File: src/dbsp_defines.vh
`ifndef DBSP_DEFINES_VH
`define DBSP_DEFINES_VH

// Register word addresses on the Avalon-MM slave (matched against avs_address[3:0])
`define DBSP_ADDR_STATUS     4'h0
`define DBSP_ADDR_COMMAND    4'h1
`define DBSP_ADDR_ADDR_LOW   4'h2
`define DBSP_ADDR_ADDR_HIGH  4'h3
`define DBSP_ADDR_DATA       4'h4
`define DBSP_ADDR_CONFIG     4'h5
`define DBSP_ADDR_NVSTAT     4'h6

// Field positions
`define DBSP_STAT_BUSY       2
`define DBSP_STAT_DISABLED   7
`define DBSP_CMD_IRQ_SEL     7
`define DBSP_CFG_ENABLE      6
`define DBSP_CFG_OVL_B       1
`define DBSP_CFG_OVL_A       0

// Reset values
`define DBSP_CONFIG_RST      8'h00
`define DBSP_BYTE_RST        8'h00

// Command codes (low seven bits of the command byte)
`define DBSP_CMD_CHIP_ERASE  7'h01
`define DBSP_CMD_BLK_ERASE   7'h0D
`define DBSP_CMD_SEC_ERASE   7'h0B
`define DBSP_CMD_PROGRAM     7'h0E
`define DBSP_CMD_VERIFY      7'h0C
`define DBSP_CMD_LOCK_ONE    7'h0F
`define DBSP_CMD_LOCK_TWO    7'h03
`define DBSP_CMD_LOCK_THREE  7'h05
`define DBSP_CMD_OVERLAY     7'h09
`define DBSP_CMD_CLK_DOUBLE  7'h08

// Key values in the data and address-high registers
`define DBSP_KEY_ERASE       8'h55
`define DBSP_KEY_CFG         8'hAA
`define DBSP_KEY_OVL_A       8'h5A
`define DBSP_KEY_OVL_B       8'hAA
`define DBSP_KEY_CLK         8'h55
`define DBSP_BLK1_TOP        3'h7
`define DBSP_BLK0_TOP        3'h0

// Flash array operation select, one-hot
`define DBSP_OP_W            6
`define DBSP_OP_CHIP         6'h01
`define DBSP_OP_BLOCK        6'h02
`define DBSP_OP_SECTOR       6'h04
`define DBSP_OP_PROGRAM      6'h08
`define DBSP_OP_READ         6'h10
`define DBSP_OP_CFG          6'h20

// Code source encoding on exec_src
`define DBSP_SRC_BLK0        2'h0
`define DBSP_SRC_BLK1        2'h1
`define DBSP_SRC_EXT         2'h2

`endif

File: src/dbsp_flash_sequencer.v
`timescale 1ns/1ns
`include "dbsp_defines.vh"

// Operation
// - Commands are ignored while the programming enable bit is clear.
// - Command register write starts the operation using prepared address and data.
// - Commands aimed at a security-locked block are refused.
// - Block 0 code targets block 1 and reverse; external code targets by address.
// - Access pin and two overlay bits decide mapping of block 1 over low 8K.
// - Core and controller use one clock; oscillator runs only during an operation.
// - 01H/55H erases both blocks externally, not at level 4, clearing locks too.
// - 0DH/55H erases a block; top bit 0 block 0, top bits 111b block 1.
// - 0BH erases the 128-byte sector at the address registers.
// - 0EH programs the data register byte at the address registers.
// - 0CH returns the addressed byte in data register, no busy, no interrupt.
// - 0FH/03H/05H with AAH program lock bits once; effect is immediate.
// - 09H/AAH/5AH programs overlay bit a; bank select changes only at reset.
// - 09H/AAH/AAH programs overlay bit b; mirrored config bit updates at reset.
// - 08H/AAH/55H switches the processor from 12 to 6 clocks per cycle.
// - Status bit 2 reads 1 during an operation and 0 when ready.
// - Code reads aimed at a busy flash block fail.
// - Command bit 7 makes completion raise interrupt one internally; pin ignored then.
// - Disable pin low during reset disables all self-programming commands.
module dbsp_flash_sequencer (
   input  wire                  clk,                        // 250 MHz clock
   input  wire                  rst_n,                      // Device reset, sync, active low
   input  wire                  por_n,                      // Power-on reset for kept bits
   input  wire [4:0]            avs_address,                // Avalon word address
   input  wire                  avs_read,                   // Avalon read
   input  wire                  avs_write,                  // Avalon write
   input  wire [31:0]           avs_writedata,              // Avalon write data
   output reg  [31:0]           avs_readdata,               // Avalon read data
   output reg                   avs_waitrequest,            // Avalon wait
   input  wire [1:0]            exec_src,                   // Where issuing code runs
   input  wire                  external_access_pin_n,      // Access pin, low = external
   input  wire                  self_program_disable_pin_n, // Disable strap, low = off
   input  wire                  ext_irq_one_pin_n,          // Interrupt-one pin
   input  wire                  code_rd_req,                // Code read request pulse
   input  wire                  code_rd_block,              // Block of that code read
   output reg                   code_rd_fail,               // Code read refused
   output reg  [`DBSP_OP_W-1:0] arr_op,                     // Array operation, one-hot
   output reg                   arr_start,                  // Array start pulse
   output reg                   arr_block,                  // Array target block
   output reg  [15:0]           arr_addr,                   // Array byte address
   output reg  [7:0]            arr_wdata,                  // Array program data
   input  wire                  arr_done,                   // Array finished pulse
   input  wire [7:0]            arr_rdata,                  // Array read data
   output reg                   osc_en,                     // Internal oscillator enable
   output reg                   ext_irq_one,                // Interrupt one to controller
   output reg                   overlay_map,                // Block 1 over low 8K
   output reg                   boot_bank_select,           // Bank select in force
   output reg                   clock_double                // 6 clocks per cycle
);

   localparam ST_IDLE = 2'b01;
   localparam ST_RUN  = 2'b10;

   reg [1:0]  state_r;
   reg [7:0]  flash_command_reg;
   reg [7:0]  flash_addr_low_reg;
   reg [7:0]  flash_addr_high_reg;
   reg [7:0]  flash_data_reg;
   reg [7:0]  flash_config_reg;
   reg        busy_r;
   reg        irq_sel_r;
   reg        disabled_r;
   reg        chip_op_r;
   reg [6:0]  effect_r;
   // Kept bits survive device reset and clear only on power-on or chip erase
   reg        lock_one_r;
   reg        lock_two_r;
   reg        lock_three_r;
   reg        overlay_config_bit_a;
   reg        overlay_config_bit_b;
   reg        clk_double_nv_r;
   reg [2:0]  ea_sync_r;
   reg        ea_n_r;
   reg [2:0]  dis_sync_r;
   reg        dis_n_r;
   reg [2:0]  irq_sync_r;
   reg        irq_pin_n_r;

   wire       bus_req  = avs_read | avs_write;
   wire       wr_take  = avs_write & ~avs_waitrequest;
   wire       cmd_wr   = wr_take & (avs_address[3:0] == `DBSP_ADDR_COMMAND);
   wire [6:0] cmd_code = avs_writedata[6:0];
   wire       lvl4     = lock_one_r & lock_two_r & lock_three_r;
   wire       ext_exec = (exec_src == `DBSP_SRC_EXT) & ~ea_n_r;
   wire [7:0] cfg_rst  = `DBSP_CONFIG_RST;

   // Lock two guards block 0, lock three guards block 1
   function blk_locked;
      input blk;
      begin
         blk_locked = blk ? lock_three_r : lock_two_r;
      end
   endfunction

   // Returns {valid, block} for a byte-addressed command
   function [1:0] target_of;
      input [1:0] src;
      input [7:0] ah;
      input       map;
      begin
         case (src)
            `DBSP_SRC_BLK0: target_of = 2'b11;
            `DBSP_SRC_BLK1: target_of = 2'b10;
            `DBSP_SRC_EXT: begin
               if (ah[7:5] == `DBSP_BLK1_TOP)
                  target_of = 2'b11;
               else if (map && ah[7:5] == `DBSP_BLK0_TOP)
                  target_of = 2'b11;
               else
                  target_of = 2'b10;
            end
            default: target_of = 2'b00;
         endcase
      end
   endfunction

   // Command decode: start, array op, target, deferred effect
   reg                  go_nxt;
   reg [`DBSP_OP_W-1:0] op_nxt;
   reg                  blk_nxt;
   reg [6:0]            eff_nxt;
   reg [1:0]            tgt;
   always @* begin
      go_nxt  = 1'b0;
      op_nxt  = `DBSP_OP_READ;
      eff_nxt = 7'h00;
      tgt     = target_of(exec_src, flash_addr_high_reg, overlay_map);
      blk_nxt = tgt[0];
      case (cmd_code)
         `DBSP_CMD_CHIP_ERASE: begin
            go_nxt  = (flash_data_reg == `DBSP_KEY_ERASE) & ext_exec & ~lvl4;
            op_nxt  = `DBSP_OP_CHIP;
            eff_nxt = 7'h40;
         end
         `DBSP_CMD_BLK_ERASE: begin
            if (exec_src == `DBSP_SRC_EXT) begin
               blk_nxt = flash_addr_high_reg[7];
               tgt[1]  = ~flash_addr_high_reg[7] |
                         (flash_addr_high_reg[7:5] == `DBSP_BLK1_TOP);
            end
            go_nxt = (flash_data_reg == `DBSP_KEY_ERASE) & tgt[1] & ~blk_locked(blk_nxt);
            op_nxt = `DBSP_OP_BLOCK;
         end
         `DBSP_CMD_SEC_ERASE: begin
            go_nxt = tgt[1] & ~blk_locked(blk_nxt);
            op_nxt = `DBSP_OP_SECTOR;
         end
         `DBSP_CMD_PROGRAM: begin
            go_nxt = tgt[1] & ~blk_locked(blk_nxt);
            op_nxt = `DBSP_OP_PROGRAM;
         end
         `DBSP_CMD_VERIFY: begin
            go_nxt = tgt[1] & ~blk_locked(blk_nxt);
            op_nxt = `DBSP_OP_READ;
         end
         `DBSP_CMD_LOCK_ONE: begin
            go_nxt  = (flash_data_reg == `DBSP_KEY_CFG) & ~lock_one_r;
            op_nxt  = `DBSP_OP_CFG;
            eff_nxt = 7'h01;
         end
         `DBSP_CMD_LOCK_TWO: begin
            go_nxt  = (flash_data_reg == `DBSP_KEY_CFG) & ~lock_two_r;
            op_nxt  = `DBSP_OP_CFG;
            eff_nxt = 7'h02;
         end
         `DBSP_CMD_LOCK_THREE: begin
            go_nxt  = (flash_data_reg == `DBSP_KEY_CFG) & ~lock_three_r;
            op_nxt  = `DBSP_OP_CFG;
            eff_nxt = 7'h04;
         end
         `DBSP_CMD_OVERLAY: begin
            op_nxt = `DBSP_OP_CFG;
            if (flash_addr_high_reg == `DBSP_KEY_OVL_A) begin
               go_nxt  = (flash_data_reg == `DBSP_KEY_CFG) & ~overlay_config_bit_a;
               eff_nxt = 7'h08;
            end else if (flash_addr_high_reg == `DBSP_KEY_OVL_B) begin
               go_nxt  = (flash_data_reg == `DBSP_KEY_CFG) & ~overlay_config_bit_b;
               eff_nxt = 7'h10;
            end
         end
         `DBSP_CMD_CLK_DOUBLE: begin
            go_nxt  = (flash_data_reg == `DBSP_KEY_CFG) &
                      (flash_addr_high_reg == `DBSP_KEY_CLK);
            op_nxt  = `DBSP_OP_CFG;
            eff_nxt = 7'h20;
         end
         default: go_nxt = 1'b0;
      endcase
      // Enable bit, reset strap and a running operation gate everything
      go_nxt = go_nxt & flash_config_reg[`DBSP_CFG_ENABLE] & ~disabled_r &
               (state_r == ST_IDLE);
   end

   wire start   = cmd_wr & go_nxt;
   wire finish  = (state_r == ST_RUN) & arr_done;
   wire is_read = (arr_op == `DBSP_OP_READ);

   // Pin synchronisers: a change counts once stages two and three agree
   always @(posedge clk) begin
      ea_sync_r  <= {ea_sync_r[1:0], external_access_pin_n};
      dis_sync_r <= {dis_sync_r[1:0], self_program_disable_pin_n};
      irq_sync_r <= {irq_sync_r[1:0], ext_irq_one_pin_n};
      // Strap filter runs through reset so the captured value has settled
      if (dis_sync_r[1] == dis_sync_r[2])
         dis_n_r <= dis_sync_r[2];
      if (!rst_n) begin
         ea_n_r      <= 1'b1;
         irq_pin_n_r <= 1'b1;
      end else begin
         if (ea_sync_r[1] == ea_sync_r[2])
            ea_n_r <= ea_sync_r[2];
         if (irq_sync_r[1] == irq_sync_r[2])
            irq_pin_n_r <= irq_sync_r[2];
      end
   end

   // Avalon slave: one wait cycle, then the answer
   always @(posedge clk) begin
      if (!rst_n) begin
         avs_waitrequest <= 1'b1;
         avs_readdata    <= 32'h0;
      end else begin
         avs_waitrequest <= ~(bus_req & avs_waitrequest);
         if (avs_read & avs_waitrequest) begin
            case (avs_address[3:0])
               `DBSP_ADDR_STATUS:
                  avs_readdata <= {24'h0, disabled_r, 4'h0, busy_r, 2'h0};
               `DBSP_ADDR_COMMAND:   avs_readdata <= {24'h0, flash_command_reg};
               `DBSP_ADDR_ADDR_LOW:  avs_readdata <= {24'h0, flash_addr_low_reg};
               `DBSP_ADDR_ADDR_HIGH: avs_readdata <= {24'h0, flash_addr_high_reg};
               `DBSP_ADDR_DATA:      avs_readdata <= {24'h0, flash_data_reg};
               `DBSP_ADDR_CONFIG:    avs_readdata <= {24'h0, flash_config_reg};
               `DBSP_ADDR_NVSTAT:
                  avs_readdata <= {24'h0, boot_bank_select, clock_double,
                                   overlay_config_bit_b, overlay_config_bit_a,
                                   lvl4, lock_three_r, lock_two_r, lock_one_r};
               default: avs_readdata <= 32'h0;
            endcase
         end
      end
   end

   // Mailbox registers and strap capture
   always @(posedge clk) begin
      if (!rst_n) begin
         flash_command_reg   <= `DBSP_BYTE_RST;
         flash_addr_low_reg  <= `DBSP_BYTE_RST;
         flash_addr_high_reg <= `DBSP_BYTE_RST;
         flash_data_reg      <= `DBSP_BYTE_RST;
         // Overlay bit b reaches the config mirror only here, at reset
         flash_config_reg    <= {cfg_rst[7:2], overlay_config_bit_b, cfg_rst[0]};
         boot_bank_select    <= overlay_config_bit_a;
         disabled_r          <= ~dis_n_r;
      end else begin
         if (wr_take) begin
            case (avs_address[3:0])
               `DBSP_ADDR_COMMAND:   flash_command_reg   <= avs_writedata[7:0];
               `DBSP_ADDR_ADDR_LOW:  flash_addr_low_reg  <= avs_writedata[7:0];
               `DBSP_ADDR_ADDR_HIGH: flash_addr_high_reg <= avs_writedata[7:0];
               `DBSP_ADDR_DATA:      flash_data_reg      <= avs_writedata[7:0];
               `DBSP_ADDR_CONFIG:    flash_config_reg    <= avs_writedata[7:0];
               default: flash_command_reg <= flash_command_reg;
            endcase
         end
         // Verify result wins over a bus write in the same cycle
         if (finish && is_read)
            flash_data_reg <= arr_rdata;
      end
   end

   // Sequencer
   always @(posedge clk) begin
      if (!rst_n) begin
         state_r   <= ST_IDLE;
         busy_r    <= 1'b0;
         irq_sel_r <= 1'b0;
         chip_op_r <= 1'b0;
         effect_r  <= 7'h00;
         arr_op    <= `DBSP_OP_READ;
         arr_start <= 1'b0;
         arr_block <= 1'b0;
         arr_addr  <= 16'h0;
         arr_wdata <= 8'h00;
         osc_en    <= 1'b0;
      end else begin
         arr_start <= start;
         case (state_r)
            ST_IDLE: begin
               if (start) begin
                  state_r   <= ST_RUN;
                  arr_op    <= op_nxt;
                  arr_block <= blk_nxt;
                  arr_addr  <= {flash_addr_high_reg, flash_addr_low_reg};
                  arr_wdata <= flash_data_reg;
                  effect_r  <= eff_nxt;
                  chip_op_r <= (op_nxt == `DBSP_OP_CHIP);
                  irq_sel_r <= avs_writedata[`DBSP_CMD_IRQ_SEL];
                  busy_r    <= (op_nxt != `DBSP_OP_READ);
                  osc_en    <= (op_nxt != `DBSP_OP_READ);
               end
            end
            ST_RUN: begin
               if (arr_done) begin
                  state_r <= ST_IDLE;
                  busy_r  <= 1'b0;
                  osc_en  <= 1'b0;
               end
            end
            default: state_r <= ST_IDLE;
         endcase
      end
   end

   // Kept configuration bits
   always @(posedge clk) begin
      if (!por_n) begin
         lock_one_r           <= 1'b0;
         lock_two_r           <= 1'b0;
         lock_three_r         <= 1'b0;
         overlay_config_bit_a <= 1'b0;
         overlay_config_bit_b <= 1'b0;
         clk_double_nv_r      <= 1'b0;
      end else if (finish) begin
         if (effect_r[6]) begin
            lock_one_r           <= 1'b0;
            lock_two_r           <= 1'b0;
            lock_three_r         <= 1'b0;
            overlay_config_bit_a <= 1'b0;
            overlay_config_bit_b <= 1'b0;
         end
         if (effect_r[0])
            lock_one_r <= 1'b1;
         if (effect_r[1])
            lock_two_r <= 1'b1;
         if (effect_r[2])
            lock_three_r <= 1'b1;
         if (effect_r[3])
            overlay_config_bit_a <= 1'b1;
         if (effect_r[4])
            overlay_config_bit_b <= 1'b1;
         if (effect_r[5])
            clk_double_nv_r <= 1'b1;
      end
   end

   // Outputs toward the core
   always @(posedge clk) begin
      if (!rst_n) begin
         overlay_map  <= 1'b0;
         clock_double <= 1'b0;
         code_rd_fail <= 1'b0;
         ext_irq_one  <= 1'b0;
      end else begin
         overlay_map  <= ea_n_r & (flash_config_reg[`DBSP_CFG_OVL_B] |
                                   flash_config_reg[`DBSP_CFG_OVL_A]);
         clock_double <= clk_double_nv_r | (finish & effect_r[5]);
         code_rd_fail <= code_rd_req & busy_r &
                         (chip_op_r | (code_rd_block == arr_block));
         // Pin is only a port pin from the start of an interrupt-terminated command until the next command starts, while the enable bit is set
         if (irq_sel_r && flash_config_reg[`DBSP_CFG_ENABLE])
            ext_irq_one <= finish & ~is_read;
         else
            ext_irq_one <= ~irq_pin_n_r;
      end
   end

endmodule

File: config.mk
export PLATFORM = sky130hd
export DESIGN_NAME = dbsp_flash_sequencer
export DESIGN_NICKNAME = d
export VERILOG_FILES = /design/src/dbsp_flash_sequencer.v
export VERILOG_INCLUDE_DIRS = /design/src
export SDC_FILE = /design/constraint.sdc
export NUM_CORES = 1
export LEC_CHECK = 0
export BUFFER_PORTS_ARGS = -buffer_cell sky130_fd_sc_hd__buf_2
export CORE_MARGIN = 2
export CORE_UTILIZATION = 50
export DETAILED_ROUTE_END_ITERATION = 10
export PLACE_DENSITY_LB_ADDON = 0.15
export SYNTH_ARGS = -nofsm -noshare
export SYNTH_HDL_FRONTEND = slang
export SYNTH_SLANG_ARGS = --single-unit
export TNS_END_PERCENT = 10
File: constraint.sdc
create_clock -name clk -period 3.8 [get_ports clk]
set_clock_uncertainty 0.1 [all_clocks]
set_input_delay 0.38 -clock clk [delete_from_list [all_inputs] [get_ports clk]]
set_output_delay 0.38 -clock clk [all_outputs]
set_load 0.02 [all_outputs]
== After elaboration in Yosys (flattened, before gate mapping) ==
Index checks and enable logic that the tools add are counted.
Cells by class
  equality and inequality tests: 37
  mux-type cells: 37
  bitwise gates (word level): 49
  reductions and logical operators: 31
Operator list (number)
  $pmux W8 S7: 1
  $eq A7 B4 Y1 const B: 7
  $pmux W7 S6: 1
  $pmux W6 S5: 1
  $and A1 B1 Y1: 28
  $reduce_and A2 Y1: 14
  $eq A8 B7 Y1 const B: 3
  $mux W8: 3
  $mux W1: 20
  $eq A8 B8 Y1 const B: 2
  $not A1 Y1: 16
  $reduce_bool A2 Y1: 8
  $eq A4 B3 Y1 const B: 3
  $mux W2: 5
  $mux W5: 2
  $eq A4 B2 Y1 const B: 2
  $pmux W1 S8: 1
  $eq A7 B1 Y1 const B: 1
  $eq A7 B2 Y1 const B: 1
  $eq A7 B3 Y1 const B: 1
  $eq A6 B1 Y1 const B: 1
  $eq A6 B5 Y1 const B: 1
  $ne A6 B5 Y1 const B: 1
  $pmux W2 S3: 1
  other kinds (17): 30
Storage, ports and cells
  flip-flop bits (word level): 141
  bits of input ports: 58
  output and inout bits: 71

== Logic depth before layout (Yosys ltp) ==
Gate-level depths: netlist of run 1.
  depth in word-level cells: 17
  gate-level depth with buffers: 8
  gate-level depth less buffers: 6

== Worst setup path before layout of run 1 ==
OpenSTA, ideal clock, no wires.
  path kind: input port to flip-flop
  start: input port avs_writedata[4]
  end: register arr_op[2]
  library setup time: 0.072 ns
  arrival: 2.142 ns
  data required time: 3.628 ns
  path slack: 1.486 ns
  stages: 7
  path buffers: 1
  cell sequence: or4b_4 nor3_4 o211ai_1 a21o_1 a31oi_4 buf_8 mux2i_1
Between the ends
  word-level cells in the longest chain between the ends: 8
  elaborated cells between the ends (all ways): 19
  those cells by class: 10 x eq/ne; 2 x mux; 4 x bitwise; 3 x reduce/logical
RTL lines
  start, declared: line dbsp_flash_sequencer.v:31  | input wire [31:0] avs_writedata,
  $eq A7 B4 Y1
  $reduce_or A3 Y1 (no line)
  $pmux W1 S8: line dbsp_flash_sequencer.v:133  | case (cmd_code)
  $and A1 B1 Y1 (3 in a row): line dbsp_flash_sequencer.v:194  | go_nxt = go_nxt & flash_config_reg[`DBSP_CFG_ENABLE] & ~disabled_r &
  $and A1 B1 Y1: line dbsp_flash_sequencer.v:198  | wire start = cmd_wr & go_nxt;
  $reduce_and A2 Y1 (no line)
  end signal, assigned: line dbsp_flash_sequencer.v:283  | arr_op <= `DBSP_OP_READ;
  end signal, assigned: line dbsp_flash_sequencer.v:295  | arr_op <= op_nxt;
  end, declared: line dbsp_flash_sequencer.v:41  | output reg [`DBSP_OP_W-1:0] arr_op,
Several ways; a longest one is shown, not always the timed one.
A chain may end at the register's enable or synchronous reset.

== Worst setup path after layout of run 1 ==
  start: register avs_waitrequest
  end: register arr_op[4]
Between the ends
  word-level cells in the longest chain between the ends: 5
RTL lines
  start, declared: line dbsp_flash_sequencer.v:33  | output reg avs_waitrequest,
  start signal, assigned: line dbsp_flash_sequencer.v:227  | avs_waitrequest <= ~(bus_req & avs_waitrequest);
  $not A1 Y1: line dbsp_flash_sequencer.v:84  | wire wr_take = avs_write & ~avs_waitrequest;
  $and A1 B1 Y1: line dbsp_flash_sequencer.v:84
  $and A1 B1 Y1: line dbsp_flash_sequencer.v:85  | wire cmd_wr = wr_take & (avs_address[3:0] == `DBSP_ADDR_COMMAND);
  $and A1 B1 Y1: line dbsp_flash_sequencer.v:198
  $reduce_and A2 Y1 (no line)
No other way between the ends.

==> reports/metrics.yaml, run 1 <==
slew_violations: 0
arrival_ns: 2.91
seq_area_frac_synth_pct: 44.01
drc: 0
firstDrtPassIters: 4
final-setup-viol-count: 0
path_clk_slew_ns: 0.06
grt_pass1_wl_um: 22430
via_per_inst: 5.470
wl_um: 14010
hold_viol: 0
critPathKind: "register to register"
gp_congestion: 0.9150
area_growth_pct: 18.18
regMostFlops: "arr_addr"
slowest_stage: "nor3b_1"
ys_async_sr_fraction_pct: 0
synth_seq_cells: 116
antenna_found_initial: 0
synth.cell_area_um2: 5368
slew_headroom_pct: 32.55
postLayoutSetupSlackWorst_ns: 1.193
crit_path_start_kind: "register"
placed_cells_incl_taps: 765
min_period_over_period_pct: 68.61
pre_cts_slack_ns: 0.9060
stdcell_count: 802
cap_violations: 0
critical_path.top_delay_family: "simple AND/OR/NAND/NOR gates"
fp.dieArea_um2: 11580
min_period_ns: 2.607
wire_per_inst_um: 17.47
die_h_um: 107.6
synth_edf_count: 4
cts_tree: "yes"
vdd_drop_max_mv: 0.2836
first_iter_violations: 256
synth_top_cell_by_area: "dfxtp_1"
ys_types: 60
grt_pass1_vias: 4109
power_w: 0.003011
io_buffers: 79
ios: 129
nets: 711
clockRootBuffer: "clkbuf_8"
largest_reg_flops: 16
syn_area_per_cell_um2: 9.207
max_freq_mhz: 383.5
powerDensity_nw_per_um2: 474.6
synth.area.top_cells: "dfxtp_1, mux2i_1, nand2_1, nor2_1, buf_4"
cts_buffers: 17
synthFlopType: "dfxtp_1"
grt-ovfl-total: 0
n_antenna_cell: 0
yosys_warnings: 0
cp_max_fo: 5
post-route-util_pct: 61.17
netlist.area_leader.share_pct: 41.77
rsz0062_at_grt: "false"
drive_above_1_share_pct: 19.97
synth_most_common_cell: "dfxtp_1"
grt.total_usage_pct: 25.24
initial_core_util_pct: 51.76
tightest_slew_ns: 1.005
cp_cell_sequence: "nor3b_1 -> nand3b_1 -> or4_1 -> a311oi_1 -> o21ba_1"
critPathBufInv: 0
setup_tns_ns: 0
cp_data_required_time_ns: 4.10
post_cts_resized: 0
hpwl_um: 9522
hp-class: "input pin to register"
p_leak_nw: 2.658
status: "complete, no violations"
coreArea_um2: 10370
synthCells: 583
htreeDepth: 4
yosys-top-cells-count: "dfxtp_1, nand2_1, mux2i_1"
ant_nets: 0
critPathMaxStageDelay_ns: 0.58
clock_path_buffers: 2
fp.dieW_um: 107.6
rows: 37
endpoint_kind: "register"
clock-sinks: 116
grt_max_degree: 83
clock_latency_ns: 0.51
vias: 4387
[cell type report]
cell class                 count  area (um2)
fill                         936        4026
multi-input combinational    426        2709
sequential                   116        2362
timing repair buffer          88       488.0
clock buffer                  20       456.7
tap                          136       170.2
clock inverter                12       142.6
inverter                       4       15.01
[worst paths after layout]
path	startpoint	to	slack, ns	depth (start not counted)
hold reg to reg	irq_sync_r[0]	irq_sync_r[1]	0.23	0
hold / removal	code_rd_req	code_rd_fail	0.03	2
setup reg to reg	avs_waitrequest	arr_op[4]	1.19	5
setup / recovery	avs_waitrequest	arr_op[4]	1.19	5
[cell families after synthesis]
group,synth area share (%)
flops,44.01
compound gates,11.26
buf+inv,7.133
xor+xnor,0.3264
other cells,0.06986
simple gates,20.37
mux,16.83
[placed cells by master, fill, tap and decap left out, types with 4 or more instances in the layout]
| cell | count |
|---|---|
| dfxtp_1 | 112 |
| nand2_1 | 87 |
| mux2i_1 | 79 |
| buf_2 | 79 |
| nor2_1 | 66 |
| conb_1 | 24 |
| a21oi_1 | 20 |
| clkbuf_16 | 17 |
| a22oi_1 | 13 |
| nand3_1 | 12 |
| nor2b_1 | 10 |
| a211oi_1 | 8 |
| mux2_2 | 8 |
| nor3_1 | 7 |
| o21ai_0 | 7 |
| o211ai_1 | 7 |
| nand3b_1 | 6 |
| nand2b_1 | 6 |
| nand4_1 | 5 |
| a31oi_1 | 5 |
| a221oi_1 | 5 |
| dlygate4sd3_1 | 5 |
| or3_1 | 4 |
| edfxtp_1 | 4 |
| clkinv_4 | 4 |
| inv_6 | 4 |
[metrics by stage]
step | hold WS, ns | cell area [um2]
2_1_floorplan | 0.2096 | 5454
3_3_place_gp | 0.2137 | 5694
3_5_place_dp | 0.2121 | 5694
4_1_cts | 0.01908 | 6344
5_1_grt | 0.03906 | 6344
6_report | 0.02716 | 6344
[power by group]
group | total [W] | switching [W] | leakage [nW] | internal, W
combinational | 0.000172 | 0.000121 | 1.42 | 0.0000503
clock | 0.00159 | 0.000591 | 0.292 | 0.00100
sequential | 0.00125 | 0.00000983 | 0.947 | 0.00124
[per-layer routing]
metal | GRT usage [%] | vias to the layer above | wire (um)
met5 | 0 | - | 0
met2 | 39.67 | 140 | 6528
li1 | - | 2161 | -
met1 | 35.44 | 2066 | 6511
met4 | 8.150 | 0 | 208
met3 | 4.056 | 20 | 760
[what timing repair did]
action                    4_1_cts  5_1_grt
hold buffers                    5        0
setup buffers                   0        0
hold endpoints to repair        4        0
Note: power is estimated with default switching activity, not from simulation.
==> inputs of run 2 (changes only) <==
ABC_AREA = 1   (was unset)
CORE_UTILIZATION = 48   (was 50)
clock period = 2.17 ns   (was 3.8 ns; I/O delays follow)
==> reports/metrics.yaml, run 2 <==
initial_core_util_pct: 49.04  # was 51.76%
first_iter_violations: 467  # was 256
wl_um: 16690  # was 14010 um
synth.cell_area_um2: 5316  # was 5368 um2
critPathKind: "input pin to register"  # was register to register
cp_max_fo: 16  # was 5
syn_area_per_cell_um2: 7.333  # was 9.207 um2
synth_edf_count: 4  # unchanged
synthFlopType: "dfxtp_1"  # unchanged
cp_cell_sequence: "dlygate4sd3_1 -> buf_2 -> inv_2 -> nor2_4 -> nand2_1 -> nor2_2 -> nand2_1 -> nand2_1 -> nor2_1 -> nand2_1 -> nand2_1 -> nand3_4 -> nand2_8 -> inv_12 -> nor2_1 -> nor2_1"  # was nor3b_1 -> nand3b_1 -> or4_1 -> a311oi_1 -> o21ba_1
ant_nets: 0  # unchanged
firstDrtPassIters: 5  # was 4
n_antenna_cell: 0  # unchanged
use_met1_pct: 35.37  # was 35.44%
powerDensity_nw_per_um2: 720.2  # was 474.6 nW/um2
stdcell_count: 1008  # was 802
endpoint_kind: "register"  # unchanged
drc: 0  # unchanged
yosys-top-cells-count: "nand2_1, dfxtp_1, nor2_1"  # was dfxtp_1, nand2_1, mux2i_1
wire_per_inst_um: 16.56  # was 17.47 um
min_period_over_period_pct: 98.11
vias: 5289  # was 4387
clock_latency_ns: 0.53  # was 0.51 ns
clock-sinks: 116  # unchanged
status: "complete, no violations"  # unchanged
cts_tree: "yes"  # unchanged
grt_pass1_vias: 4863  # was 4109
max_freq_mhz: 469.7
arrival_ns: 2.49  # was 2.91 ns
coreArea_um2: 10840  # was 10370 um2
critPathMaxStageDelay_ns: 0.55  # was 0.58 ns
synth_seq_cells: 116  # unchanged
seq_area_frac_synth_pct: 44.43  # was 44.01%
gp_congestion: 0.9677  # was 0.9150
rows: 38  # was 37
clock_path_buffers: 2  # unchanged
synth_most_common_cell: "nand2_1"  # was dfxtp_1
hpwl_um: 11180  # was 9522 um
hold_ws_ns: 0.04704  # was 0.02716 ns
grt-ovfl-total: 0  # unchanged
cp_common_cell: "nand2_1"
crit_path_start_kind: "input pin"  # was register
antenna_found_initial: 0  # unchanged
grt_use_met3_pct: 7.531  # was 4.056%
final_cell_mix: "nand2_1, dfxtp_1, nor2_1"  # was dfxtp_1, nand2_1, mux2i_1, buf_2, nor2_1
largest_reg_flops: 16  # unchanged
fill_cells: 1025  # was 936
slew_violations: 0  # unchanged
vdd_drop_max_mv: 0.5703  # was 0.2836 mV
final-setup-viol-count: 0  # unchanged
min_period_ns: 2.129
slowest_stage: "dlygate4sd3_1"  # was nor3b_1
synth_top_cell_by_area: "dfxtp_1"  # unchanged
grt_max_degree: 83  # unchanged
ios: 129  # unchanged
placed_cells_incl_taps: 938  # was 765
synth.area.top_cells: "dfxtp_1, nand2_1, nor2_1, a21oi_1, o21ai_0"  # was dfxtp_1, mux2i_1, nand2_1, nor2_1, buf_4
cp_data_required_time_ns: 2.53  # was 4.10 ns
grt.total_usage_pct: 27.67  # was 25.24%
hold_viol: 0  # unchanged
worst-r2r-setup-slack_ns: 0.07  # was 1.19 ns
slew_headroom_pct: 48.78  # was 32.55%
cap_violations: 0  # unchanged
synthCells: 725  # was 583
die_h_um: 109.2  # was 107.6 um
fp.dieArea_um2: 11930  # was 11580 um2
cts_buffers: 17  # unchanged
rsz0062_at_grt: "true"  # was false
path_clk_slew_ns: 0.05  # was 0.06 ns
power_w: 0.004906  # was 0.003011 W
ys_async_sr_fraction_pct: 0  # unchanged
regMostFlops: "arr_addr"  # unchanged
nets: 914  # was 711
io_buffers: 79  # unchanged
fp.dieW_um: 109.2  # was 107.6 um
ys_types: 42  # was 60
final_common_cell: "nand2_1"  # was dfxtp_1
yosys_warnings: 0  # unchanged
hp-class: "input pin to register"  # unchanged
area_growth_pct: 28.15  # was 18.18%
drive_above_1_share_pct: 22.12  # was 19.97%
p_leak_nw: 2.993  # was 2.658 nW
netlist.area_leader.share_pct: 42.17  # was 41.77%
grt_pass1_wl_um: 24520  # was 22430 um
clockRootBuffer: "clkbuf_8"  # unchanged
setup_tns_ns: 0  # unchanged
grt_busiest_layer: "met2"  # unchanged
via_per_inst: 5.247  # was 5.470
met2_usage_pct: 43.92  # was 39.67%
tightest_slew_ns: 0.7684  # was 1.005 ns
htreeDepth: 4  # unchanged
[run 2: per-stage QoR]
step	setup slack, ns	instance area, um2	util [%]
final	0.04110	6813	62.85
after floorplan	0.3896	5403	-
after global routing	-0.03702	6813	62.85
after global placement	0.08230	5819	53.68
after CTS	0.009111	6604	60.92
after detailed placement	0.05466	5819	53.68
[run 2: power breakdown]
part           internal, W  switching, W
Clock              0.00147      0.000927
Sequential         0.00217     0.0000137
Combinational     0.000111      0.000215
[run 2: logic make-up after synthesis]
group | synth area share (%)
compound gates | 14.73
xor+xnor | 0.3295
buf+inv | 11.98
flops | 44.43
other cells | 0.07054
simple gates | 28.45
[run 2: layout make-up]
| type | count | area (um2) | area share, % |
|---|---|---|---|
| clock buffers | 25 | 474.2 | 6.961 |
| clock inverters | 6 | 30.03 | 0.4408 |
| inverters | 78 | 321.6 | 4.720 |
| multi-input cells | 503 | 2456 | 36.05 |
| flip-flops and latches | 116 | 2362 | 34.67 |
| well taps | 140 | 175.2 | 2.571 |
| repair buffers | 139 | 977.2 | 14.34 |
| repair inverters | 1 | 16.27 | 0.2388 |
[run 2: critical path, delay by kind of cell]
family | cells | cell delay, ns
buf+inv | 4 | 1.00
simple gates | 12 | 1.24
[run 2: worst paths after layout]
check | startpoint | to | depth (start not counted)
min reg2reg | irq_sync_r[0] | irq_sync_r[1] | 0
max | avs_writedata[3] | arr_block | 16
max reg2reg | arr_op[4] | flash_data_reg[1] | 8
min | avs_writedata[2] | effect_r[2] | 5
[run 2: per-layer routing]
metal	routed length, um	vias up	share of wire [%]
met1	7346	2447	44
met5	0	-	0
met4	575	0	3.4
li1	-	2580	-
met3	1256	40	7.5
met2	7513	222	45
[run 2: what timing repair did]
| action | CTS | global route |
|---|---|---|
| endpoints found under the hold margin | 29 | 0 |
| buffers inserted | 0 | 6 |
| hold buffers | 28 | 0 |
| gates resized for setup | 0 | 25 |
| endpoints found under the setup margin | 0 | 44 |
